==> src/inc/dmb_params.svh <==
`ifndef DMB_PARAMS_SVH
`define DMB_PARAMS_SVH
// synchronised pin vector layout
`define DMB_NIN 24
`define DMB_P_CK 23
`define DMB_P_RSTN 22
`define DMB_P_CKE 21
`define DMB_P_CS 20
`define DMB_P_RAS 19
`define DMB_P_CAS 18
`define DMB_P_WE 17
`define DMB_P_ODT 16
`define DMB_P_BA_HI 15
`define DMB_P_BA_LO 13
`define DMB_P_A_HI 12
`define DMB_P_A_LO 0
`define DMB_PIN_RST 24'h000000
// commands as {ras_n, cas_n, we_n} with cs_n low
`define DMB_CMD_MRS 3'h0
`define DMB_CMD_WRITE 3'h4
`define DMB_CMD_READ 3'h5
// mode register select on ba[1:0]
`define DMB_BA_MR0 2'h0
`define DMB_BA_MR1 2'h1
`define DMB_BA_MR2 2'h2
`define DMB_BA_MR3 2'h3
// mode register fields
`define DMB_MR_RST 13'h0000
`define DMB_MR0_BL_HI 1
`define DMB_MR0_BL_LO 0
`define DMB_MR0_BT 3
`define DMB_MR0_DLLRST 8
`define DMB_MR1_DLLDIS 0
`define DMB_MR1_RTT0 2
`define DMB_MR1_RTT1 6
`define DMB_MR1_RTT2 9
`define DMB_A_BC 12
`define DMB_BL_FIX8 2'h0
`define DMB_BL_OTF 2'h1
`define DMB_BL_FIX4 2'h2
`define DMB_RTT_OFF 3'h0
`define DMB_BEAT_LAST 3'h7
`define DMB_BEAT_RST 3'h0
`define DMB_DLLK_CYC 512
`define DMB_DLL_W 16
`endif

==> src/inc/dmb_pkg.sv <==
`default_nettype none
package dmb_pkg;
  typedef enum logic [2:0] {
    ST_RST = 3'b001,
    ST_CKE_WAIT = 3'b010,
    ST_ACTIVE = 3'b100
  } dmb_state_t;
endpackage
`default_nettype wire

==> src/logic/dmb_burst_order.sv <==
`timescale 1ns/10ps
`default_nettype none
module dmb_burst_order (
  // burst setup
  input wire logic [2:0] start_col,
  input wire logic interleave,
  input wire logic chop,
  input wire logic is_write,
  input wire logic [2:0] beat,
  // result
  output logic [2:0] col,
  output logic valid
);
  always_comb begin
    col = beat;
    valid = 1'b1;
    if (is_write) begin
      if (chop) begin
        col = {start_col[2], beat[1:0]};
        valid = ~beat[2];
      end
    end else if (chop) begin
      valid = ~beat[2];
      if (interleave) begin
        col = {start_col[2], start_col[1:0] ^ beat[1:0]};
      end else begin
        col = {start_col[2], start_col[1:0] + beat[1:0]};
      end
    end else if (interleave) begin
      col = start_col ^ beat;
    end else begin
      col = {start_col[2] ^ beat[2], start_col[1:0] + beat[1:0]};
    end
  end
endmodule // dmb_burst_order
`default_nettype wire

==> src/logic/dmb_top.sv <==
// What this block does
// - termination off during reset and until cke is registered high
// - mode write picks register by ba1/ba0, ba2 low; the block ignores ba2 and writes the register whatever its level
// - mode writes and dll reset never disturb array contents
// - mr0 a3 selects sequential or interleaved read burst order
// - mr0 a1:a0 select chop-4, length-8 or on-the-fly via a12
// - length-8 reads follow sequential or interleaved column order
// - chop-4 reads stay in start nibble; last four beats tristate
// - chop-4 writes use start bit 2; length-8 writes columns 0 to 7
`timescale 1ns/10ps
`default_nettype none
`include "dmb_params.svh"
module dmb_top #(
  parameter int DLLK_CYC = `DMB_DLLK_CYC
) (
  // system
  input wire logic CLK_SYS,
  input wire logic RST,
  // memory pins from the controller
  input wire logic CK,
  input wire logic RESET_N,
  input wire logic CKE,
  input wire logic CS_N,
  input wire logic RAS_N,
  input wire logic CAS_N,
  input wire logic WE_N,
  input wire logic ODT,
  input wire logic [2:0] BA,
  input wire logic [12:0] A,
  // status
  output logic TERM_ON,
  output logic CKE_SEEN,
  output logic DLL_LOCKED,
  output logic [12:0] MR0,
  output logic [12:0] MR1,
  output logic [12:0] MR2,
  output logic [12:0] MR3,
  // burst columns
  output logic [2:0] RD_COL,
  output logic RD_VALID,
  output logic DQ_OE_N,
  output logic [2:0] WR_COL,
  output logic WR_VALID
);
  if (DLLK_CYC < 1 || DLLK_CYC >= (1 << `DMB_DLL_W)) begin : g_chk
    $error("DLLK_CYC out of range");
  end

  // pin synchroniser: the clean copy moves once stages 2 and 3 agree
  logic [`DMB_NIN-1:0] pin_raw;
  logic [`DMB_NIN-1:0] s1, s2, s3, clean, next_clean;
  assign pin_raw = {CK, RESET_N, CKE, CS_N, RAS_N, CAS_N, WE_N, ODT, BA, A};

  for (genvar g = 0; g < `DMB_NIN; g++) begin : g_sync
    always_comb begin
      next_clean[g] = (s2[g] == s3[g]) ? s3[g] : clean[g];
    end
  end

  always_ff @(posedge CLK_SYS or posedge RST) begin
    if (RST) begin
      s1 <= `DMB_PIN_RST;
      s2 <= `DMB_PIN_RST;
      s3 <= `DMB_PIN_RST;
      clean <= `DMB_PIN_RST;
    end else begin
      s1 <= pin_raw;
      s2 <= s1;
      s3 <= s2;
      clean <= next_clean;
    end
  end

  logic ck_prev, ck_rise, in_rst, cmd_go;
  logic [2:0] cmd;
  logic [1:0] ba_sel;
  logic [12:0] addr;
  assign ck_rise = clean[`DMB_P_CK] & ~ck_prev;
  assign in_rst = ~clean[`DMB_P_RSTN];
  assign cmd = {clean[`DMB_P_RAS], clean[`DMB_P_CAS], clean[`DMB_P_WE]};
  assign ba_sel = clean[`DMB_P_BA_LO+1:`DMB_P_BA_LO];
  assign addr = clean[`DMB_P_A_HI:`DMB_P_A_LO];

  // device state
  dmb_pkg::dmb_state_t state, next_state;
  always_comb begin
    next_state = state;
    case (state)
      dmb_pkg::ST_RST: next_state = dmb_pkg::ST_CKE_WAIT;
      dmb_pkg::ST_CKE_WAIT: begin
        if (ck_rise && clean[`DMB_P_CKE]) begin
          next_state = dmb_pkg::ST_ACTIVE;
        end
      end
      dmb_pkg::ST_ACTIVE: next_state = dmb_pkg::ST_ACTIVE;
      default: next_state = dmb_pkg::ST_RST;
    endcase
    if (in_rst) begin
      next_state = dmb_pkg::ST_RST;
    end
  end
  assign cmd_go = ck_rise && state == dmb_pkg::ST_ACTIVE &&
                  clean[`DMB_P_CKE] && !clean[`DMB_P_CS];

  // mode registers and dll lock timer
  logic [12:0] next_mr0, next_mr1, next_mr2, next_mr3;
  logic [`DMB_DLL_W-1:0] dll_cnt, next_dll_cnt;
  logic next_locked, next_term;
  always_comb begin
    next_mr0 = MR0;
    next_mr1 = MR1;
    next_mr2 = MR2;
    next_mr3 = MR3;
    next_dll_cnt = dll_cnt;
    if (ck_rise && dll_cnt != '0) begin
      next_dll_cnt = dll_cnt - 1'b1;
    end
    // only the mode registers and the dll timer change here, never stored data
    if (cmd_go && cmd == `DMB_CMD_MRS) begin
      case (ba_sel)
        `DMB_BA_MR0: begin
          next_mr0 = addr;
          // dll reset bit clears itself once acted on
          next_mr0[`DMB_MR0_DLLRST] = 1'b0;
          if (addr[`DMB_MR0_DLLRST]) begin
            next_dll_cnt = DLLK_CYC[`DMB_DLL_W-1:0];
          end
        end
        `DMB_BA_MR1: next_mr1 = addr;
        `DMB_BA_MR2: next_mr2 = addr;
        default: next_mr3 = addr;
      endcase
    end
    if (in_rst) begin
      next_mr0 = `DMB_MR_RST;
      next_mr1 = `DMB_MR_RST;
      next_mr2 = `DMB_MR_RST;
      next_mr3 = `DMB_MR_RST;
      next_dll_cnt = DLLK_CYC[`DMB_DLL_W-1:0];
    end
    next_locked = (next_dll_cnt == '0) && !next_mr1[`DMB_MR1_DLLDIS];
    // termination needs the device out of reset with cke registered high
    next_term = (next_state == dmb_pkg::ST_ACTIVE) &&
                clean[`DMB_P_ODT] &&
                ({next_mr1[`DMB_MR1_RTT2], next_mr1[`DMB_MR1_RTT1],
                  next_mr1[`DMB_MR1_RTT0]} != `DMB_RTT_OFF);
  end

  // burst sequencer: one beat per ck rise; a new command restarts
  logic busy, next_busy, b_wr, next_b_wr, b_chop, next_b_chop;
  logic b_il, next_b_il;
  logic [2:0] b_col, next_b_col, beat, next_beat, ord_col;
  logic ord_valid;
  always_comb begin
    next_busy = busy;
    next_b_wr = b_wr;
    next_b_chop = b_chop;
    next_b_il = b_il;
    next_b_col = b_col;
    next_beat = beat;
    if (ck_rise && busy) begin
      next_beat = beat + 1'b1;
      if (beat == `DMB_BEAT_LAST) begin
        next_busy = 1'b0;
      end
    end
    if (cmd_go && (cmd == `DMB_CMD_READ || cmd == `DMB_CMD_WRITE)) begin
      next_busy = 1'b1;
      next_beat = `DMB_BEAT_RST;
      next_b_wr = (cmd == `DMB_CMD_WRITE);
      next_b_col = addr[2:0];
      next_b_il = MR0[`DMB_MR0_BT];
      case (MR0[`DMB_MR0_BL_HI:`DMB_MR0_BL_LO])
        `DMB_BL_FIX8: next_b_chop = 1'b0;
        `DMB_BL_OTF: next_b_chop = ~addr[`DMB_A_BC];
        `DMB_BL_FIX4: next_b_chop = 1'b1;
        default: next_b_chop = 1'b0;
      endcase
    end
    if (in_rst) begin
      next_busy = 1'b0;
      next_beat = `DMB_BEAT_RST;
    end
  end

  dmb_burst_order u_order (
    .start_col(b_col),
    .interleave(b_il),
    .chop(b_chop),
    .is_write(b_wr),
    .beat(beat),
    .col(ord_col),
    .valid(ord_valid)
  );

  always_ff @(posedge CLK_SYS or posedge RST) begin
    if (RST) begin
      ck_prev <= 1'b0;
      state <= dmb_pkg::ST_RST;
      MR0 <= `DMB_MR_RST;
      MR1 <= `DMB_MR_RST;
      MR2 <= `DMB_MR_RST;
      MR3 <= `DMB_MR_RST;
      dll_cnt <= DLLK_CYC[`DMB_DLL_W-1:0];
      DLL_LOCKED <= 1'b0;
      TERM_ON <= 1'b0;
      CKE_SEEN <= 1'b0;
      busy <= 1'b0;
      b_wr <= 1'b0;
      b_chop <= 1'b0;
      b_il <= 1'b0;
      b_col <= `DMB_BEAT_RST;
      beat <= `DMB_BEAT_RST;
      RD_COL <= `DMB_BEAT_RST;
      RD_VALID <= 1'b0;
      DQ_OE_N <= 1'b1;
      WR_COL <= `DMB_BEAT_RST;
      WR_VALID <= 1'b0;
    end else begin
      ck_prev <= clean[`DMB_P_CK];
      state <= next_state;
      MR0 <= next_mr0;
      MR1 <= next_mr1;
      MR2 <= next_mr2;
      MR3 <= next_mr3;
      dll_cnt <= next_dll_cnt;
      DLL_LOCKED <= next_locked;
      TERM_ON <= next_term;
      CKE_SEEN <= (next_state == dmb_pkg::ST_ACTIVE);
      busy <= next_busy;
      b_wr <= next_b_wr;
      b_chop <= next_b_chop;
      b_il <= next_b_il;
      b_col <= next_b_col;
      beat <= next_beat;
      // tristate beats of a chop read leave the driver off
      RD_COL <= ord_col;
      RD_VALID <= busy && !b_wr && ord_valid;
      DQ_OE_N <= !(busy && !b_wr && ord_valid);
      WR_COL <= ord_col;
      WR_VALID <= busy && b_wr && ord_valid;
    end
  end
endmodule // dmb_top
`default_nettype wire

==> config.mk <==
export PLATFORM = sky130hd
export DESIGN_NAME = dmb_top
export DESIGN_NICKNAME = d
export VERILOG_FILES = /design/src/inc/dmb_pkg.sv /design/src/logic/dmb_burst_order.sv /design/src/logic/dmb_top.sv
export VERILOG_INCLUDE_DIRS = /design/src /design/src/inc
export SDC_FILE = /design/constraint.sdc
export NUM_CORES = 1
export LEC_CHECK = 0
export BUFFER_PORTS_ARGS = -buffer_cell sky130_fd_sc_hd__buf_2
export CAP_MARGIN = 15
export CORE_MARGIN = 5
export CORE_UTILIZATION = 55
export DETAILED_ROUTE_END_ITERATION = 8
export PLACE_DENSITY = 0.76
export SYNTH_ARGS = -nofsm -noshare
export SYNTH_HDL_FRONTEND = slang
export SYNTH_HIERARCHICAL = 1
export SYNTH_SLANG_ARGS = --single-unit
==> constraint.sdc <==
create_clock -name CLK_SYS -period 5.9 [get_ports CLK_SYS]
set_input_delay 0.295 -clock CLK_SYS [delete_from_list [all_inputs] [get_ports CLK_SYS]]
set_output_delay 0.295 -clock CLK_SYS [all_outputs]
set_load 0.005 [all_outputs]
# After elaboration in Yosys (flattened, before gate mapping)
# Index checks and enable logic that the tools add are counted.
# op_classes
addsub,3
eq_ne,41
mux,34
bitwise_logic,7
reduce_logical,31
# ops
cell,n
13-bit 2-to-1 mux,12
16-bit 2-to-1 mux,5
3-bit 2-to-1 mux,9
1-bit equality test,23
16-bit logical NOT,1
16-bit nonzero test,1
16-bit by 1-bit subtractor with 16-bit output (second input constant),1
3-bit equality test (second input constant),5
1-bit logical AND,15
2-bit AND reduction,5
3-bit case mux with 3 select lines,1
2-bit by 1-bit != test with 1-bit output (second input constant),4
3-bit by 1-bit != test with 1-bit output (second input constant),2
1-bit 2-to-1 mux,5
2-bit by 1-bit equality test with 1-bit output (second input constant),2
2-bit equality test (second input constant),2
1-bit logical NOT,4
3-bit by 1-bit adder with 3-bit output (second input constant),1
3-bit by 1-bit equality test with 1-bit output (second input constant),1
3-bit by 2-bit equality test with 1-bit output (second input constant),1
3-bit logical NOT,1
1-bit inverter,3
3-bit nonzero test,1
3-bit OR reduction,1
other kinds (10),10
# word_totals
ff_bits,186
input_bits,26
output_inout_bits,64

# Logic depth before layout (Yosys ltp)
# Gate-level depths: netlist of run 1.
# logic_depth
ltp_word,10
ltp_mapped,9
mapped_depth_nobuf,8

# Modules after synthesis
# Netlist of run 1, hierarchy kept.
# modules_own_cells
mod,instances,cells_per_inst,area_per_inst_um2,seq_area_each_um2
dmb_top,1,496,6592.6,4558.1
dmb_burst_order,1,13,97.6,0.0

# Worst setup path before layout of run 1
# No wires, ideal clock.
# synth_path
path_type,reg-to-reg
startpoint,register dll_cnt[2]
endpoint,register DLL_LOCKED
setup_ns,0.096
t_arrival_ns,2.518
required_time_ns,5.804
path_slack_ns,3.287
stages_incl_launch_ff,9
path_buffers,2
cell_sequence,dfrtp_1 > buf_6 > or4_4 > buf_6 > or3_1 > nor3_1 > xnor2_1 > or3b_2 > nor4_2
# synth_between
elab_chain_cells,9
# synth_lines
element,line_no,text
start: declaration,dmb_top.sv:107,"logic [`DMB_DLL_W-1:0] dll_cnt, next_dll_cnt;"
start signal: assignment,dmb_top.sv:204,dll_cnt <= DLLK_CYC[`DMB_DLL_W-1:0];
start signal: assignment,dmb_top.sv:226,dll_cnt <= next_dll_cnt;
"parallel branches: the longest is 2 deep, another holds 16-bit by 1-bit subtractor with 16-bit output",-,
16-bit 2-to-1 mux *,dmb_top.sv:115,if (ck_rise && dll_cnt != '0) begin
16-bit 2-to-1 mux,dmb_top.sv:125,if (addr[`DMB_MR0_DLLRST]) begin
16-bit 2-to-1 mux,dmb_top.sv:120,case (ba_sel)
16-bit 2-to-1 mux *,dmb_top.sv:119,if (cmd_go && cmd == `DMB_CMD_MRS) begin
16-bit 2-to-1 mux *,dmb_top.sv:134,if (in_rst) begin
16-bit logical NOT *,dmb_top.sv:141,next_locked = (next_dll_cnt == '0) && !next_mr1[`DMB_MR1_DLLDIS];
1-bit logical AND *,dmb_top.sv:141,
named net next_locked,dmb_top.sv:108,"logic next_locked, next_term;"
end signal: assignment,dmb_top.sv:227,DLL_LOCKED <= next_locked;
end: declaration,dmb_top.sv:33,"output logic DLL_LOCKED,"
# Mark *: on every way through the listed nets, which the timed path passes.
# A chain may end at the register's enable or synchronous reset.

# Worst setup path after layout of run 1
# layout_path
startpoint,register state[0]
endpoint,register MR3[8]
# layout_between
elab_chain_cells,7
# layout_lines
element,line_no,text
start: declaration,dmb_top.sv:85,"dmb_pkg::dmb_state_t state, next_state;"
start signal: assignment,dmb_top.sv:199,state <= dmb_pkg::ST_RST;
start signal: assignment,dmb_top.sv:221,state <= next_state;
3-bit equality test,dmb_top.sv:102,assign cmd_go = ck_rise && state == dmb_pkg::ST_ACTIVE &&
1-bit logical AND (3 in series),dmb_top.sv:102,
1-bit logical AND (no source line),-,
2-bit by 1-bit != test with 1-bit output (no source line),-,
2-bit AND reduction (no source line),-,
end signal: assignment,dmb_top.sv:203,MR3 <= `DMB_MR_RST;
end signal: assignment,dmb_top.sv:225,MR3 <= next_mr3;
end: declaration,dmb_top.sv:37,"output logic [12:0] MR3,"
# No other way between the ends.

==> results of run 1 <==
## per-stage QoR
step                      cells  cell area (um^2)  hold WS, ps
after global routing        775              8070          192
after CTS                   775              8070          147
after floorplan             509              6690          326
final                       775              8070          117
after global placement      721              7210          332
after detailed placement    721              7210          335
## logic make-up after synthesis
logic type	Yosys count	share of synthesized area
other	1	0.000561
DFF	182	0.681
AOI/OAI and AO/OA	41	0.0372
adders and majority gates	30	0.0475
muxes	46	0.0701
and+or+nand+nor	162	0.122
xor gates and xnor gates	12	0.0157
buffers and inverters	35	0.0252
## path summary, 6_finish.rpt
check / start / end / slack (ps) / cells after the start
setup / recovery: state[0]$_DFF_PP1_ / MR3[8]$_DFFE_PP0P_ / 2670 / 5
hold / removal: RST / s1[17]$_DFF_PP0_ / 120 / 2
setup reg to reg: state[0]$_DFF_PP1_ / MR3[8]$_DFFE_PP0P_ / 2670 / 5
hold reg to reg: s1[13]$_DFF_PP0_ / s2[13]$_DFF_PP0_ / 350 / 0
max in group asynchronous: RST / clean[11]$_DFFE_PP0N_ / 4380 / 3
min in group CLK_SYS: s1[13]$_DFF_PP0_ / s2[13]$_DFF_PP0_ / 350 / 0
## metal layers
metal  track usage  share of wire  up-vias
li1              -              -     1958
met1         0.261           0.44     2133
met2         0.320           0.50      103
met3        0.0477          0.041       18
met4        0.0609          0.015        0
met5             0              0        -
## final cells by class
| cell class | count | area (um^2) |
|---|---|---|
| flip-flops and latches | 182 | 4560 |
| multi-input cells | 292 | 1970 |
| well taps | 147 | 184 |
| clock buffers | 25 | 515 |
| fillers | 824 | 3890 |
| clock inverters | 6 | 113 |
| inverters | 11 | 46.3 |
| repair buffers | 112 | 681 |
## timing repair
action | in CTS | in global routing
resized for setup | 0 | 0
hold buffers | 23 | 0
hold endpoints to repair | 23 | 0
## report_power, final
part	switching (W)	total [W]	internal [W]
combinational	0.000130	0.000231	0.000100
clock	0.000441	0.00118	0.000734
sequential	0.0000602	0.00137	0.00131
## worst max-delay path, stage by stage, from the launching register on
cell     delay [ps]
dfstp_2         400
nor4b_1         520
and2_1          610
nand4_1        1000
mux2i_1         460
nor2_1           80
## state kept, by name, summed over array words and instances (netlist names), 3 cells and up
name,count
state,3
s3,23
b_col,3
MR1,13
s2,23
s1,23
MR2,13
MR0,12
dll_cnt,16
beat,3
WR_COL,3
MR3,13
clean,23
## cells in the final DEF (no fill, tap or decap), drive strengths merged, types with 7 or more instances in the layout
| cell type | count |
|---|---|
| a21oi | 23 |
| buf | 89 |
| clkbuf | 25 |
| dfrtp | 179 |
| dlygate4sd3 | 23 |
| ha | 7 |
| inv | 12 |
| maj3 | 23 |
| mux2 | 7 |
| mux2i | 39 |
| nand2 | 30 |
| nand3 | 13 |
| nor2 | 63 |
| nor3 | 8 |
| or3 | 7 |
| xnor2 | 7 |
==> impl_results.md, run 1 <==
- Status: finished, final reports clean
- CTS Buf Count: 17
- Drt via density: 5.43
- CTS tree: built
- Initial antenna violation count: 0
- Dominant cell by count in the synthesized netlist: dfrtp_1
- Synth warn: 6
- Layout cells sized above 1: 0.225
- Period utilization: 0.548
- Clock buffer depth: 2
- DP Worst Slack: 2690 ps
- Post-route DRC: 0
- Slew @ Worst Pin: 1110 ps
- EDFF count, synth: 0
- Post-synth top area share: 0.670
- DRT iter0 DRCs: 229
- Arr. time, crit path: 3490 ps
- Crit Path Max Fanout: 17
- Hold Path Class: input port to async pin
- Cell Pwr Density: 344 nW/um^2
- Final Max Tran Viols: 0
- Post-synthesis sequential area ratio: 0.681
- DR vias: 4212
- Die area: 14500 um^2
- Pre-antenna DRT Iters: 5
- Wire length per cell: 16.9 um
- Yosys top cell by area: dfrtp_1
- First-pass GRT wire length: 22200 um
- RePlAce Congestion: 0.788
- Final Power: 0.00278 W
- CTS root buffer: clkbuf_16
- Critical path class: register to register
- Sink Count: 182
- Synthesized instance count: 509
- FFs w/ async S/R, synth: 1.00
- Synth Flop Type: dfrtp_1
- Reg clk slew, reported paths: 60 ps
- Largest net degree at the start of global routing: 113
- Crit path time final: 3230 ps
- DP Wirelength: 8370 um
- I/O pin cnt: 90
- Largest cells by area after synthesis: dfrtp_1 (67%), mux2i_1 (5.8%), nor2_1 (3.5%), maj3_1 (3.4%), a21oi_1 (1.7%)
- Endpoint class of the critical path: register
- Net count after synthesis: 542
- Area growth from synthesis to layout: 20.6%
- Total congestion overflow: 0
- Netlist cell types: 55
- Maximum VDD drop: 236 uV
- Setup slack after layout: 2670 ps
- Buffers on Ports: 87
- Fin. Hold Viols: 0
- Synth Register Bits: 182
- Clk_lat worst skew: 410 ps
- Max_cap viols: 0
- Core Util, Final: 0.674
- Starting density of the core: 0.559
- Die width: 120 um
- Worst Skew: 7.69 ps
- ANT cells: 0
- Worst EP required: 6160 ps
- Relative slew slack: 0.256
- Core ar.: 12000 um^2
- Leakage Power: 4.08 nW
- Die Y: 120 um
- GRT Total Usage: 0.195
- Final Setup Violations: 0
- Fmax: 309 MHz
- Layout Nets: 649
- TNS Setup: 0 ps
- CTS H-Tree Depth: 4
- Vias in the first global route: 4310
- Antenna-violating nets left: 0
- Critical path startpoint category: register
- WL final: 13100 um
- Mapped Area: 6690 um^2
- Most instantiated cells after synthesis: dfrtp_1 (179), nor2_1 (63), mux2i_1 (39)
- Row count: 40
- RSZ-0062 raised after global routing: false
- Avg Cell Area, Syn: 13.1 um^2
- # Post-CTS Setup Buffers: 0
(Power assumes the default switching activity.)
==> run 2, diff against run 1 <==
CORE_UTILIZATION = 51   (was 55)
PLACE_DENSITY = 0.74   (was 0.76)
clock period = 2.8 ns   (was 5.9 ns; I/O delays follow)
==> impl_results.md, run 2 (synthesis results as in run 1) <==
- Status: finished, final reports clean (unchanged)
- Period utilization: 0.953 (was 0.548)
- Fmax: 375 MHz (was 309 MHz)
- RSZ-0062 raised after global routing: false (unchanged)
- Total congestion overflow: 0 (unchanged)
- Clk_lat worst skew: 430 ps (was 410 ps)
- Crit Path Max Fanout: 6 (was 17)
- Arr. time, crit path: 2990 ps (was 3490 ps)
- Die Y: 125 um (was 120 um)
- Cell Pwr Density: 693 nW/um^2 (was 344 nW/um^2)
- Leakage Power: 4.09 nW (was 4.08 nW)
- Core ar.: 12700 um^2 (was 12000 um^2)
- GRT Total Usage: 0.182 (was 0.195)
- Drt via density: 5.10 (was 5.43)
- Clock buffer depth: 2 (unchanged)
- Worst Skew: 7.81 ps (was 7.69 ps)
- CTS tree: built (unchanged)
- Row count: 41 (was 40)
- Switching power: 0.00140 W (was 0.000632 W)
- FF-to-FF Start: dll_cnt[0]$_DFF_PP0_ (was state[0]$_DFF_PP1_)
- Comb power frac: 0.091 (was 0.083)
- Initial antenna violation count: 0 (unchanged)
- Reg clk slew, reported paths: 60 ps (about the same)
- First-pass GRT wire length: 22500 um (was 22200 um)
- DRT iter0 DRCs: 301 (was 229)
- Layout cells sized above 1: 0.245 (was 0.225)
- Vias in the first global route: 4460 (was 4310)
- Endpoint class of the critical path: register (unchanged)
- R2r worst-path depth: 8 (was 5)
- RePlAce Congestion: 0.821 (was 0.788)
- Relative slew slack: 0.557 (was 0.256)
- CP Cell Sequence: inv_1 > ha_1 > or4b_4 > or4_4 > nand3_1 > xor2_1 > nand4bb_1 > nor4_2 (was nor4b_1 > and2_1 > nand4_1 > mux2i_1 > nor2_1)
- Commonest non-fill, non-tap cell in the layout: dfrtp_1 (unchanged)
- Slew @ Worst Pin: 656 ps (was 1110 ps)
- Crit path time final: 2670 ps (was 3230 ps)
- Largest net degree at the start of global routing: 101 (was 113)
- DR vias: 4150 (was 4212)
- Pre-antenna DRT Iters: 4 (was 5)
- Hold Path Class: input port to register (was input port to async pin)
- Die area: 15500 um^2 (was 14500 um^2)
- ANT cells: 0 (unchanged)
- Critical path class: register to register (unchanged)
- Starting density of the core: 0.526 (was 0.559)
- CTS root buffer: clkbuf_16 (unchanged)
- Sw Ratio: 0.248 (was 0.227)
- Fin. Hold Viols: 0 (unchanged)
- Antenna-violating nets left: 0 (unchanged)
- Buffers on Ports: 87 (unchanged)
- TNS Setup: 0 ps (unchanged)
- FF-to-FF End: DLL_LOCKED$_DFF_PP0_ (was MR3[8]$_DFFE_PP0P_)
- Die width: 125 um (was 120 um)
- CP startpoint: dll_cnt[0]$_DFF_PP0_ (was state[0]$_DFF_PP1_)
- Sequential share of power: 0.511 (was 0.494)
- Worst EP required: 3130 ps (was 6160 ps)
- Layout Nets: 662 (was 649)
- Post-route DRC: 0 (unchanged)
- I/O pin cnt: 90 (unchanged)
- WL final: 13400 um (was 13100 um)
- Final Max Tran Viols: 0 (unchanged)
- Clock power share: 0.398 (was 0.423)
- Final Setup Violations: 0 (unchanged)
- Final Power: 0.00565 W (was 0.00278 W)
- CTS H-Tree Depth: 4 (unchanged)
- Commonest cells after routing, fill and taps aside: dfrtp_1 (179), buf_2 (87), nor2_1 (63) (unchanged)
- Power Internal: 0.00425 W (was 0.00215 W)
- CTS Buf Count: 17 (unchanged)
- Area growth from synthesis to layout: 21.8% (was 20.6%)
- Max stage delay cell, worst path: or4_4 (was nand4_1)
- # Post-CTS Setup Buffers: 0 (unchanged)
- Max_cap viols: 0 (unchanged)
- Critical path startpoint category: register (unchanged)
- CP peak stage delay: 580 ps (was 1000 ps)
- Maximum VDD drop: 385 uV (was 236 uV)
- R2R Setup Slk: 130 ps (was 2670 ps)
- Sink Count: 182 (unchanged)
- DP Wirelength: 8750 um (was 8370 um)
- Wire length per cell: 16.4 um (was 16.9 um)
- CP endpoint: DLL_LOCKED$_DFF_PP0_ (was MR3[8]$_DFFE_PP0P_)
run 2: cell count changes in the layout (fill, tap and decap cells not counted), sizes merged:
cell / change
bufinv: -2
buf: +12
clkinvlp: +7
dlygate4sd3: +1
clkinv: +1
inv: +2
clkbuf: -7
run 2: final cells by class:
| class | instances | area (um^2) |
|---|---|---|
| fillers | 980 | 4570 |
| flip-flops and latches | 182 | 4560 |
| multi-input cells | 292 | 1970 |
| repair buffers | 125 | 793 |
| clock buffers | 18 | 439 |
| well taps | 172 | 215 |
| clock inverters | 14 | 125 |
| inverters | 11 | 45.0 |
run 2: through the flow:
step                       util  instance area (um^2)  hold slack, ps  setup WS [ps]  instances
after floorplan               -                  6690             171            187        509
after global placement    0.577                  7340             248            173        758
after detailed placement  0.577                  7340             249            121        758
after CTS                 0.640                  8150             332           95.4        814
after global routing      0.641                  8150             334           22.1        814
final                     0.641                  8150             347            133        814
run 2: worst max-delay path: cells and delay by family (launching register included):
kind	cells	cell delay, ps
fa+ha+maj	1	160
xor+xnor	1	220
simple gates	5	1660
flops	1	430
buf+inv	1	110
run 2: worst min-delay path by stage:
stage	start	endpoint	slack, ps	depth (start not counted)
floorplan	A[0]	s1[0]$_DFF_PP0_	170	0
global placement	RESET_N	s1[22]$_DFF_PP0_	250	1
detailed placement	A[2]	s1[2]$_DFF_PP0_	250	1
CTS	A[9]	s1[9]$_DFF_PP0_	330	2
global route	A[9]	s1[9]$_DFF_PP0_	330	2
finish	A[9]	s1[9]$_DFF_PP0_	350	2
run 2: timing repair:
action | 4_1_cts | 5_1_grt
hold buffers | 24 | 0
resized for setup | 0 | 1
setup endpoints to repair | 0 | 1
hold endpoints to repair | 202 | 0
run 2: per-layer routing:
| metal | routed length (um) | GRT usage |
|---|---|---|
| met1 | 5980 | 0.239 |
| met2 | 6660 | 0.295 |
| met3 | 553 | 0.0493 |
| met4 | 195 | 0.0613 |
| met5 | 0 | 0 |
run 2: power groups by stage:
stage	Sequential [W]	Combinational, W	Clock [W]
after floorplan	0.00289	0.000396	0
after global placement	0.00292	0.000460	0
after detailed placement	0.00293	0.000482	0
after CTS	0.00289	0.000511	0.00230
after global routing	0.00290	0.000569	0.00240
final	0.00289	0.000512	0.00225
==> run 3, diff against run 2 <==
ABC_AREA = 1   (was unset)
==> impl_results.md, run 3 <==
- Period utilization: 0.721 (was 0.953)
- DP Wirelength: 9330 um (was 8750 um)
- Initial antenna violation count: 0 (unchanged)
- Most instantiated cells after synthesis: dfrtp_1 (179), nand2_1 (155), inv_1 (61) (was dfrtp_1 (179), nor2_1 (63), mux2i_1 (39))
- Maximum VDD drop: 427 uV (was 385 uV)
- Final Setup Violations: 0 (unchanged)
- Clk_lat worst skew: 430 ps (about the same)
- Status: finished, final reports clean (unchanged)
- FFs w/ async S/R, synth: 1.00 (unchanged)
- Crit path time final: 2020 ps (was 2670 ps)
- Die area: 15700 um^2 (was 15500 um^2)
- Relative slew slack: 0.373 (was 0.557)
- Net count after synthesis: 652 (was 542)
- Hold Path Class: input port to register (unchanged)
- Die width: 125 um (about the same)
- Fin. Hold Viols: 0 (unchanged)
- Area growth from synthesis to layout: 21.6% (was 21.8%)
- Arr. time, crit path: 2380 ps (was 2990 ps)
- RePlAce Congestion: 0.866 (was 0.821)
- Synth Flop Type: dfrtp_1 (unchanged)
- Pre-antenna DRT Iters: 4 (unchanged)
- Synth Register Bits: 182 (unchanged)
- Post-synth top area share: 0.661 (was 0.670)
- Worst EP required: 3170 ps (was 3130 ps)
- Row count: 42 (was 41)
- Fill cells: 1075 (was 980)
- Avg Cell Area, Syn: 10.9 um^2 (was 13.1 um^2)
- Hold Worst Slack: 339 ps (was 347 ps)
- CTS root buffer: clkbuf_16 (unchanged)
- Layout cells sized above 1: 0.214 (was 0.245)
- WL final: 13600 um (was 13400 um)
- Critical path class: register to register (unchanged)
- Setup slack after layout: 781 ps (was 133 ps)
- Reg clk slew, reported paths: 70 ps (was 60 ps)
- Mapped Area: 6770 um^2 (was 6690 um^2)
- Slew @ Worst Pin: 941 ps (was 656 ps)
- DP Worst Slack: 616 ps (was 121 ps)
- Yosys top cell by area: dfrtp_1 (unchanged)
- Worst Skew: 8.63 ps (was 7.81 ps)
- Crit Path Max Fanout: 16 (was 6)
- RSZ-0062 raised after global routing: false (unchanged)
- Antenna-violating nets left: 0 (unchanged)
- Commonest cells after routing, fill and taps aside: dfrtp_1 (179), nand2_1 (155), buf_2 (87) (was dfrtp_1 (179), buf_2 (87), nor2_1 (63))
- Wire length per cell: 14.6 um (was 16.4 um)
- Buffers on Ports: 87 (unchanged)
- DR vias: 4605 (was 4150)
- ANT cells: 0 (unchanged)
- I/O pin cnt: 90 (unchanged)
- Core ar.: 13100 um^2 (was 12700 um^2)
- Dominant cell by count in the synthesized netlist: dfrtp_1 (unchanged)
- Endpoint class of the critical path: register (unchanged)
- Register area: 4560 um^2 (unchanged)
- Starting density of the core: 0.516 (was 0.526)
- Die Y: 125 um (about the same)
- Critical path startpoint category: register (unchanged)
- First-pass GRT wire length: 23200 um (was 22500 um)
- Synth warn: 6 (unchanged)
- Area of the multi-input gates: 1860 um^2 (was 1970 um^2)
- Post-CTS resize count: 0 (unchanged)
- Total congestion overflow: 0 (unchanged)
- Post-synthesis sequential area ratio: 0.673 (was 0.681)
- Commonest non-fill, non-tap cell in the layout: dfrtp_1 (unchanged)
- Sink Count: 182 (unchanged)
- Synthesized instance count: 619 (was 509)
- CTS tree: built (unchanged)
- GRT Total Usage: 0.186 (was 0.182)
- Clock buffer depth: 2 (unchanged)
- TNS Setup: 0 ps (unchanged)
- EDFF count, synth: 0 (unchanged)
- Max_cap viols: 0 (unchanged)
- Layout Nets: 771 (was 662)
- Largest cells by area after synthesis: dfrtp_1 (66%), nand2_1 (8.6%), o21ai_0 (4.0%), maj3_1 (3.4%), inv_1 (3.4%) (was dfrtp_1 (67%), mux2i_1 (5.8%), nor2_1 (3.5%), maj3_1 (3.4%), a21oi_1 (1.7%))
- Vias in the first global route: 4754 (was 4460)
- Drt via density: 4.97 (was 5.10)
- Netlist cell types: 41 (was 55)
- Largest net degree at the start of global routing: 79 (was 101)
- Cell Pwr Density: 767 nW/um^2 (was 693 nW/um^2)
- Post-route DRC: 0 (unchanged)
- CTS Buf Count: 17 (unchanged)
- Leakage Power: 4.22 nW (was 4.09 nW)
- # Post-CTS Setup Buffers: 0 (unchanged)
- DRT iter0 DRCs: 350 (was 301)
- CTS H-Tree Depth: 4 (unchanged)
- Final Max Tran Viols: 0 (unchanged)
- Fmax: 495 MHz (was 375 MHz)
[run 3: metrics by stage]
| stage | power [W] | cell area, um^2 | std cells | utilization |
|---|---|---|---|---|
| global route | 0.00665 | 8230 | 927 | 0.627 |
| finish | 0.00631 | 8230 | 927 | 0.627 |
| floorplan | 0.00372 | 6780 | 619 | - |
| detailed placement | 0.00403 | 7390 | 869 | 0.563 |
| global placement | 0.00398 | 7390 | 869 | 0.563 |
| CTS | 0.00635 | 8210 | 925 | 0.625 |
[run 3: timing repair]
| action | 4_1_cts | 5_1_grt |
|---|---|---|
| hold buffers | 24 | 0 |
| endpoints found under the hold margin | 52 | 0 |
| endpoints found under the setup margin | 0 | 0 |
[run 3: cell type report]
cell class | instances | share of cell area
sequential | 182 | 0.554
multi-input combinational | 353 | 0.226
timing repair buffer | 118 | 0.0924
clock buffer | 22 | 0.0588
inverter | 66 | 0.0308
tap | 176 | 0.0267
clock inverter | 10 | 0.0114
[run 3: final timing paths]
kind                                 startpoint              endpoint  slack, ps  depth (start not counted)
setup / recovery           dll_cnt[0]$_DFF_PP0_  DLL_LOCKED$_DFF_PP0_        780                         15
hold / removal                             A[5]       s1[5]$_DFF_PP0_        340                          2
setup reg to reg           dll_cnt[0]$_DFF_PP0_  DLL_LOCKED$_DFF_PP0_        780                         15
hold reg to reg                s1[16]$_DFF_PP0_      s2[16]$_DFF_PP0_        350                          0
max in group asynchronous                   RST  dll_cnt[9]$_DFF_PP1_       1570                          4
min in group asynchronous                   RST       s1[5]$_DFF_PP0_        360                          3
[run 3: logic make-up after synthesis]
group,synth area share
AOI/OAI and AO/OA,0.0560
xor gates and xnor gates,0.00517
adders and majority gates,0.0469
buffers and inverters,0.0526
DFF,0.673
muxes,0.00499
other,0.000554
and+or+nand+nor,0.161
[run 3: per-layer routing]
| layer | routed length [um] | global-route usage |
|---|---|---|
| met4 | 261 | 0.0702 |
| met5 | 0 | 0 |
| met2 | 6750 | 0.302 |
| met3 | 657 | 0.0597 |
| met1 | 5900 | 0.236 |
[run 3: worst max-delay path, stage by stage, from the launching register on]
cell and delay [ps]:
dfrtp_1 380, inv_1 120, ha_1 210, nand3_1 90, nor2_2 60, nand2_4 120, nand2_8 120, inv_4 180
nand2_1 80, nand2_1 90, inv_1 60, nor2_2 100, nand2_1 60, nor2_1 120, nand2_1 80, nor2_2 80
[run 3: power breakdown]
group          total (W)  switching [W]  internal, W
combinational   0.000961       0.000598     0.000363
clock            0.00230       0.000978      0.00132
sequential       0.00305       0.000176      0.00288
total            0.00631        0.00175      0.00456
